`config.mk`:
```
export PLATFORM = sky130hd
export DESIGN_NAME = rcc_regs
export DESIGN_NICKNAME = d
export VERILOG_FILES = /design/src/hw/rcc_pkg.sv /design/src/hw/rcc_ratio_dec.sv /design/src/hw/rcc_regs.sv
export SDC_FILE = /design/constraint.sdc
export NUM_CORES = 1
export LEC_CHECK = 0
export BUFFER_PORTS_ARGS = -buffer_cell sky130_fd_sc_hd__buf_4
export CORE_ASPECT_RATIO = 1.4
export CORE_UTILIZATION = 30
export CTS_CLUSTER_SIZE = 25
export DETAILED_ROUTE_END_ITERATION = 10
export PLACE_DENSITY_LB_ADDON = 0.15
export REMOVE_ABC_BUFFERS = 1
export SLEW_MARGIN = 10
export SYNTH_ARGS = -nofsm -noshare
export SYNTH_HDL_FRONTEND = slang
export SYNTH_SLANG_ARGS = --single-unit
```
`constraint.sdc`:
```
create_clock -name clk_i -period 1.4 [get_ports clk_i]
set_clock_uncertainty 0.05 [all_clocks]
set_input_delay 0.14 -clock clk_i [delete_from_list [all_inputs] [get_ports clk_i]]
set_output_delay 0.14 -clock clk_i [all_outputs]
set_load 0.02 [all_outputs]
```
`src/hw/rcc_pkg.sv`:
```
// Constants and carrier types for the rate converter configuration bank.
// Assumes one clock domain and a byte-wide internal register port.
package rcc_pkg;

  // Register offsets on the control port
  localparam logic [7:0] ADDR_CONTROL     = 8'h17;
  localparam logic [7:0] ADDR_RATIO       = 8'h18;

  // Values after reset
  localparam logic [7:0] RESET_CONTROL    = 8'h00;
  localparam logic [7:0] RESET_RATIO      = 8'h00;

  // Field positions, control register
  localparam int         BIT_CONV_ENABLE  = 7;
  localparam int         BIT_AUTO_DISABLE = 6;
  localparam logic [7:0] CONTROL_WMASK    = 8'hC0;

  // Field positions, ratio setup register
  localparam int         BIT_MAIN_MANUAL  = 7;
  localparam int         BIT_MAIN_SOURCE  = 6;
  localparam int         TERM_M_LSB       = 3;
  localparam int         TERM_N_LSB       = 0;
  localparam int         TERM_WIDTH       = 3;

  // Ratio term codes
  localparam logic [2:0] CODE_INFER       = 3'h0;
  localparam logic [2:0] CODE_FOUR        = 3'h4;
  localparam logic [2:0] CODE_RESERVED    = 3'h5;
  localparam logic [2:0] CODE_SIX         = 3'h6;
  localparam logic [2:0] CODE_UNDEFINED   = 3'h7;

  // Answer to an unmapped read
  localparam logic [7:0] UNMAPPED_READ    = 8'h00;

  // Decoded ratio term
  typedef struct packed {
    logic [2:0] value;
    logic       inferred;
    logic       reserved;
  } rcc_ratio_type;

  // Decoded converter mode
  typedef struct packed {
    logic rate_conv_enable;
    logic auto_detect_active;
    logic main_rate_manual;
    logic main_rate_source;
  } rcc_mode_type;

endpackage

```
`src/hw/rcc_ratio_dec.sv`:
```
// Registered decoder for one ratio term code.
// Assumes the code comes from a register on the same clock.
`timescale 1ns/1ps

module rcc_ratio_dec (
  // Clock, reset, enable
  input  wire logic                  clk_i,
  input  wire logic                  srst_i,
  input  wire logic                  ce_i,
  // Stored code
  input  wire logic [2:0]            code_i,
  // Decoded term
  output rcc_pkg::rcc_ratio_type     ratio_o
);

  rcc_pkg::rcc_ratio_type next_ratio;

  // Codes 1 to 4 and 6 are direct; 0 infers; 5 and 7 fall back to infer
  always_comb begin
    next_ratio = '0;
    if (code_i == rcc_pkg::CODE_INFER) begin
      next_ratio.inferred = 1'b1;
    end else if (code_i <= rcc_pkg::CODE_FOUR ||
                 code_i == rcc_pkg::CODE_SIX) begin
      next_ratio.value = code_i;
    end else begin
      next_ratio.inferred = 1'b1;
      next_ratio.reserved = 1'b1;
    end
  end

  always_ff @(posedge clk_i) begin
    if (srst_i) begin
      ratio_o <= '{value: 3'h0, inferred: 1'b1, reserved: 1'b0};
    end else if (ce_i) begin
      ratio_o <= next_ratio;
    end
  end

endmodule

```
`src/hw/rcc_regs.sv`:
```
// Rate converter configuration bank: two byte registers and their decode.
// Assumes a byte-wide register port clocked by clk_i, one access a cycle.
//
// Operation
// - Control bit 7 set turns the rate converter on, clear keeps it off.
// - Control bit 6 clear keeps automatic rate detection on; set turns it off.
// - Ratio bit 7 clear infers main rate; set takes it from the source bit.
// - Ratio bit 6 picks primary (0) or secondary (1) serial port frame rate.
// - Bits 5-3 give term m: 0 infers, 1-4 and 6 direct, 5 reserved.
// - Bits 2-0 give term n: 0 infers, 1-4 and 6 direct, 5 reserved.
// - Control bits 5-0 read zero; software writes only zero there.
// - Both registers hold 0x00 after reset: off, auto detect, all inferred.
`timescale 1ns/1ps

module rcc_regs (
  // Clock, reset, enable
  input  wire logic                  clk_i,
  input  wire logic                  srst_i,
  input  wire logic                  ce_i,
  // Register port
  input  wire logic                  reg_wr_i,
  input  wire logic                  reg_rd_i,
  input  wire logic [7:0]            reg_addr_i,
  input  wire logic [7:0]            reg_wdata_i,
  output logic      [7:0]            reg_rdata_o,
  output logic                       reg_rvalid_o,
  // Decoded configuration
  output rcc_pkg::rcc_mode_type      mode_o,
  output rcc_pkg::rcc_ratio_type     ratio_m_o,
  output rcc_pkg::rcc_ratio_type     ratio_n_o
);

  logic [7:0] control;
  logic [7:0] ratio_setup;
  logic [7:0] next_rdata;
  logic       wr_control;
  logic       wr_ratio;

  assign wr_control = ce_i && reg_wr_i && reg_addr_i == rcc_pkg::ADDR_CONTROL;
  assign wr_ratio   = ce_i && reg_wr_i && reg_addr_i == rcc_pkg::ADDR_RATIO;

  // Control register; reserved bits never store
  always_ff @(posedge clk_i) begin
    if (srst_i) begin
      control <= rcc_pkg::RESET_CONTROL;
    end else if (wr_control) begin
      control <= reg_wdata_i & rcc_pkg::CONTROL_WMASK;
    end
  end

  // Ratio setup register; all bits stored as written
  always_ff @(posedge clk_i) begin
    if (srst_i) begin
      ratio_setup <= rcc_pkg::RESET_RATIO;
    end else if (wr_ratio) begin
      ratio_setup <= reg_wdata_i;
    end
  end

  // Read mux; unmapped offsets answer zero
  always_comb begin
    case (reg_addr_i)
      rcc_pkg::ADDR_CONTROL: next_rdata = control;
      rcc_pkg::ADDR_RATIO:   next_rdata = ratio_setup;
      default:               next_rdata = rcc_pkg::UNMAPPED_READ;
    endcase
  end

  always_ff @(posedge clk_i) begin
    if (srst_i) begin
      reg_rdata_o  <= 8'h00;
      reg_rvalid_o <= 1'b0;
    end else if (ce_i) begin
      reg_rvalid_o <= reg_rd_i;
      if (reg_rd_i) begin
        reg_rdata_o <= next_rdata;
      end
    end
  end

  // Converter mode decode
  always_ff @(posedge clk_i) begin
    if (srst_i) begin
      mode_o <= '{rate_conv_enable:   1'b0,
                  auto_detect_active: 1'b1,
                  main_rate_manual:   1'b0,
                  main_rate_source:   1'b0};
    end else if (ce_i) begin
      mode_o.rate_conv_enable   <= control[rcc_pkg::BIT_CONV_ENABLE];
      mode_o.auto_detect_active <= ~control[rcc_pkg::BIT_AUTO_DISABLE];
      mode_o.main_rate_manual   <=
        ratio_setup[rcc_pkg::BIT_MAIN_MANUAL];
      mode_o.main_rate_source   <=
        ratio_setup[rcc_pkg::BIT_MAIN_MANUAL] &
        ratio_setup[rcc_pkg::BIT_MAIN_SOURCE];
    end
  end

  // Ratio term decode, m then n
  rcc_ratio_dec u_dec_m (
    .clk_i   (clk_i),
    .srst_i  (srst_i),
    .ce_i    (ce_i),
    .code_i  (ratio_setup[rcc_pkg::TERM_M_LSB +: rcc_pkg::TERM_WIDTH]),
    .ratio_o (ratio_m_o)
  );

  rcc_ratio_dec u_dec_n (
    .clk_i   (clk_i),
    .srst_i  (srst_i),
    .ce_i    (ce_i),
    .code_i  (ratio_setup[rcc_pkg::TERM_N_LSB +: rcc_pkg::TERM_WIDTH]),
    .ratio_o (ratio_n_o)
  );

  // Checks
  a_control_reset: assert property (@(posedge clk_i)
    srst_i |=> control == 8'h00 && ratio_setup == 8'h00 &&
               !mode_o.rate_conv_enable && mode_o.auto_detect_active &&
               ratio_m_o.inferred && ratio_n_o.inferred)
    else $error("reset values wrong");

  a_reserved_zero: assert property (@(posedge clk_i)
    disable iff (srst_i)
    ce_i && reg_rd_i && reg_addr_i == rcc_pkg::ADDR_CONTROL
    |=> reg_rdata_o[5:0] == 6'h00)
    else $error("control reserved bits read nonzero");

  a_enable_follow: assert property (@(posedge clk_i)
    disable iff (srst_i)
    wr_control ##1 ce_i |=> mode_o.rate_conv_enable == $past(control[7]))
    else $error("converter enable does not follow register");

  a_auto_detect: assert property (@(posedge clk_i)
    disable iff (srst_i)
    wr_control && reg_wdata_i[6] ##1 ce_i |=> !mode_o.auto_detect_active)
    else $error("auto detect not disabled");

  a_main_manual: assert property (@(posedge clk_i)
    disable iff (srst_i)
    wr_ratio ##1 ce_i |=> mode_o.main_rate_manual == $past(reg_wdata_i[7], 2))
    else $error("main rate manual flag wrong");

  a_source_gated: assert property (@(posedge clk_i)
    disable iff (srst_i)
    !mode_o.main_rate_manual |-> !mode_o.main_rate_source)
    else $error("source bit passed while inferred");

  a_m_direct: assert property (@(posedge clk_i)
    disable iff (srst_i)
    wr_ratio && reg_wdata_i[5:3] == 3'h6 ##1 ce_i
    |=> ratio_m_o.value == 3'h6 && !ratio_m_o.inferred)
    else $error("term m direct code not decoded");

  a_n_reserved: assert property (@(posedge clk_i)
    disable iff (srst_i)
    wr_ratio && reg_wdata_i[2:0] == 3'h5 ##1 ce_i
    |=> ratio_n_o.reserved && ratio_n_o.inferred && ratio_n_o.value == 3'h0)
    else $error("term n reserved code not flagged");

  a_code_seven: assert property (@(posedge clk_i)
    disable iff (srst_i)
    wr_ratio && reg_wdata_i[5:3] == 3'h7 ##1 ce_i
    |=> ratio_m_o.reserved && ratio_m_o.value == 3'h0)
    else $error("undefined code not treated as reserved");

  a_read_answer: assert property (@(posedge clk_i)
    disable iff (srst_i)
    ce_i && reg_rd_i && reg_addr_i == 8'h18 && !wr_ratio
    |=> reg_rvalid_o && reg_rdata_o == $past(ratio_setup))
    else $error("ratio register read back wrong");

  a_source_select: assert property (@(posedge clk_i)
    disable iff (srst_i)
    wr_ratio && reg_wdata_i[7] ##1 ce_i
    |=> mode_o.main_rate_source == $past(reg_wdata_i[6], 2))
    else $error("main rate source not taken from register");

  a_freeze_hold: assert property (@(posedge clk_i)
    disable iff (srst_i)
    !ce_i |=> $stable(mode_o) && $stable(control) && $stable(ratio_setup))
    else $error("state moved while clock enable low");

  a_control_store: assert property (@(posedge clk_i)
    disable iff (srst_i)
    control[5:0] == 6'h00)
    else $error("control reserved bits stored nonzero");

  a_n_direct: assert property (@(posedge clk_i)
    disable iff (srst_i)
    wr_ratio && reg_wdata_i[2:0] == 3'h3 ##1 ce_i
    |=> ratio_n_o.value == 3'h3 && !ratio_n_o.reserved)
    else $error("term n direct code not decoded");

  a_m_infer: assert property (@(posedge clk_i)
    disable iff (srst_i)
    wr_ratio && reg_wdata_i[5:3] == 3'h0 ##1 ce_i
    |=> ratio_m_o.inferred && ratio_m_o.value == 3'h0 &&
        !ratio_m_o.reserved)
    else $error("term m infer code not decoded");

  a_m_reserved: assert property (@(posedge clk_i)
    disable iff (srst_i)
    wr_ratio && reg_wdata_i[5:3] == 3'h5 ##1 ce_i
    |=> ratio_m_o.reserved && ratio_m_o.inferred)
    else $error("term m reserved code not flagged");

  a_n_seven: assert property (@(posedge clk_i)
    disable iff (srst_i)
    wr_ratio && reg_wdata_i[2:0] == 3'h7 ##1 ce_i
    |=> ratio_n_o.reserved && ratio_n_o.value == 3'h0)
    else $error("term n undefined code not treated as reserved");

  c_enable_on: cover property (@(posedge clk_i)
    wr_control && reg_wdata_i[7] ##2 mode_o.rate_conv_enable);
  c_secondary: cover property (@(posedge clk_i)
    mode_o.main_rate_manual && mode_o.main_rate_source);
  c_reserved_m: cover property (@(posedge clk_i) ratio_m_o.reserved);
  c_unmapped: cover property (@(posedge clk_i)
    ce_i && reg_rd_i && reg_addr_i == 8'h20);
  c_frozen: cover property (@(posedge clk_i)
    !ce_i && reg_wr_i);

endmodule

```
==> results by group <==
Synth
  – Top post-synthesis cells by count: 33 x dfxtp_1, 29 x nand2b_1, 16 x a21oi_1
  – Biggest area consumer among synthesized cells: dfxtp_1
  – Count leader, synth: dfxtp_1
  – Top FF cell, synth: dfxtp_1
  – Sequential element share of the synthesized area: 0.4689
  – Synth cell types: 21
  – Async S/R FF share, synth: 0
  – Top cell type's share of synthesized area: 0.4689
  – Mapped Cells: approximately 150
  – Yosys Warn Count: 0
  – EDFF count, synth: 0
  – Post-Syn Area: around 0.0014 sq mm
  – Number of synthesized register bits: 33
  – Ranking of synthesized cells by area: dfxtp_1 47%, nand2b_1 13%, mux2i_1 8.5%, a21oi_1 5.7%, nand3b_1 3.7%
  – Synth Area per Inst: between 9 and 10 sq um

Clock network
  – Post-cts sizing count: 0
  – CTS buffer count: 5
  – Skew-Pair Late Insertion Delay: about 0.28 ns
  – Clock transition at path regs: ~0.060 ns
  – TritonCTS clock tree: built
  – Hold Buf Count CTS: 0
  – Number of H-tree levels: 2
  – CTS sink cnt: 33
  – Max clock buf depth: 2
  – Setup Fix Bufs, Post-CTS: 0
  – Root buf cell: clkbuf_8

Detailed routing
  – DR pass1 iterations: 3
  – Routed WL: 3266 microns
  – DR iter-0 viols: 36
  – DRC viols: 0
  – Routed Antenna Nets: 0
  – Drt wl/cell: between 10 and 15 microns
  – Mean number of vias per cell: approximately 4.7
  – Via count: around 1200

Setup path
  – Worst Path Arrival: about 1.3 ns
  – Worst path required time: between 1.5 and 2 ns
  – CP peak stage delay: between 0.3 and 0.4 ns
  – CP max-delay cell: or3_1
  – CP Max Fanout: 7
  – Setup CP Type: reg2reg
  – CP startpoint kind: flop
  – Worst Setup End Kind: flop
  – Crit-path cells: or3_1 -> a31oi_1 -> or2_2

Global routing
  – Largest net degree at the start of global routing: 43
  – Gr ovfl total: 0
  – GRT Total Usage: 0.1436
  – Initial antenna violation count: 0
  – First-pass GRT wire length: 5354 microns
  – Vias in the first global route: around 1200

Pwr
  – Leak pwr: between 0.7 and 0.8 nW
  – Power per Cell Area: roughly 940 mW/mm^2
  – Peak supply drop: 551.4 uV

STA
  – Fmax: between 800 and 900 MHz
  – Final period util: 0.8036
  – RSZ-0062 raised after global routing: false
  – Max-slew violations: 0
  – Actual slew at the worst max-slew pin: about 0.39 ns
  – Post-layout min period: 1.125 ns
  – Final hold violations: 0
  – Relative slew slack: 0.7378
  – Final setup vio count: 0
  – TNS Setup: 0 ns

Layout
  – Share of layout cells above drive strength 1: 0.3061
  – Fin nets: 217
  – Diodes inserted: 0
  – Area delta synth->final: 35.61%
  – Non-Filler Instances: ~260

Die
  – Initial Utilization: 0.3106
  – IO Pins: 44
  – Placement Rows: 29
  – Die Span Y: roughly 83 microns
  – Full die area: roughly 0.0050 sq mm
  – Die W: about 60 microns
  – Core footprint: between 0.004 and 0.005 sq mm

Job
  – Max Cap Viol: 0

Placed design
  – IO Port Bufs: 43
  – RePlAce Congestion: roughly 0.75
  – HPWL after DPL: between 2000 and 2500 microns
  – Placed cells: approximately 250

Run status
  – Status: completed

Worst hold path
  – Worst Hold Class: in2reg
[metal layers]
metal | GRT usage | vias to the layer above | wire [microns]
met2 | 0.2354 | 36 | 1620
met4 | 0.06131 | 0 | 67
met5 | 0 | - | 0
met3 | 0.05296 | 7 | 164
met1 | 0.1616 | 549 | 1413
li1 | - | 612 | -
[logic make-up after synthesis]
| family | synth area share |
|---|---|
| and+or+nand+nor | 0.3286 |
| muxes | 0.08526 |
| buffers and inverters | 0.03019 |
| DFF | 0.4689 |
| AOI/OAI and AO/OA | 0.08703 |
[final cells by class]
class | instances | area (sq um)
Clock buffer | 7 | 86.33
Fill cell | 476 | 2625
Multi-Input combinational cell | 107 | 705.7
Sequential cell | 33 | 660.6
Tap cell | 62 | 77.57
Timing Repair Buffer | 49 | 380.4
[per-stage QoR]
stage          area (sq um)  total power [mW]  worst slack (ns)    util  hold WS, ns
2_1_floorplan          1366             1.002           0.08221       -       0.1591
3_3_place_gp           1824             1.096            0.1199  0.4022       0.3604
3_5_place_dp           1824             1.099           0.06204  0.4022       0.3739
4_1_cts                1911             1.814            0.2840  0.4212      0.07329
5_1_grt                1911             1.854            0.2218  0.4212      0.08728
6_report               1911             1.794            0.2750  0.4212      0.07751
[flip-flops by register name, indices dropped and copies added, names as in the netlist]
register	cells
ratio_setup	8
reg_rdata_o	8
u_dec_m.ratio_o	5
u_dec_n.ratio_o	5
mode_o	4
control	2
reg_rvalid_o	1
[where the power goes]
| group | internal [mW] | total, mW | leakage, nW | switching, mW |
|---|---|---|---|---|
| Combinational | 0.0717 | 0.136 | 0.433 | 0.0639 |
| Clock | 0.390 | 0.716 | 0.0443 | 0.327 |
| Sequential | 0.941 | 0.942 | 0.266 | 0.00127 |
[cells in the final DEF, fill, tap and decap left out]
cell type  instances
clkbuf_1           1
nor4b_4            2
nand2_1           10
buf_12             1
nand3b_1           7
or3_1              2
and2_0             1
dfxtp_1           33
and4b_2            1
mux2i_1           12
a31oi_1            2
or2_2              2
a22oi_1            2
nand3_1            5
nand2b_1          29
o21ai_0            3
nor2_1             4
clkbuf_8           6
and4_1             2
nand4_1            7
a21oi_1           16
buf_4             48
[final timing paths]
kind,from,end,slack [ns],depth (start not counted)
min,reg_wdata_i[0],ratio_setup[0],0.08,3
max reg2reg,ratio_setup[3],u_dec_m.ratio_o[1],0.28,3
min reg2reg,reg_rdata_o[4],reg_rdata_o[4],0.41,2
max,ratio_setup[3],u_dec_m.ratio_o[1],0.28,3
[worst max-delay path, delay by kind of cell (launching register included)]
family	cells	cell delay (ns)
AND/OR/NAND/NOR	2	0.50
flip-flops	1	0.37
AO/OA/AOI/OAI	1	0.15
Power figures use the tool's default switching activity.
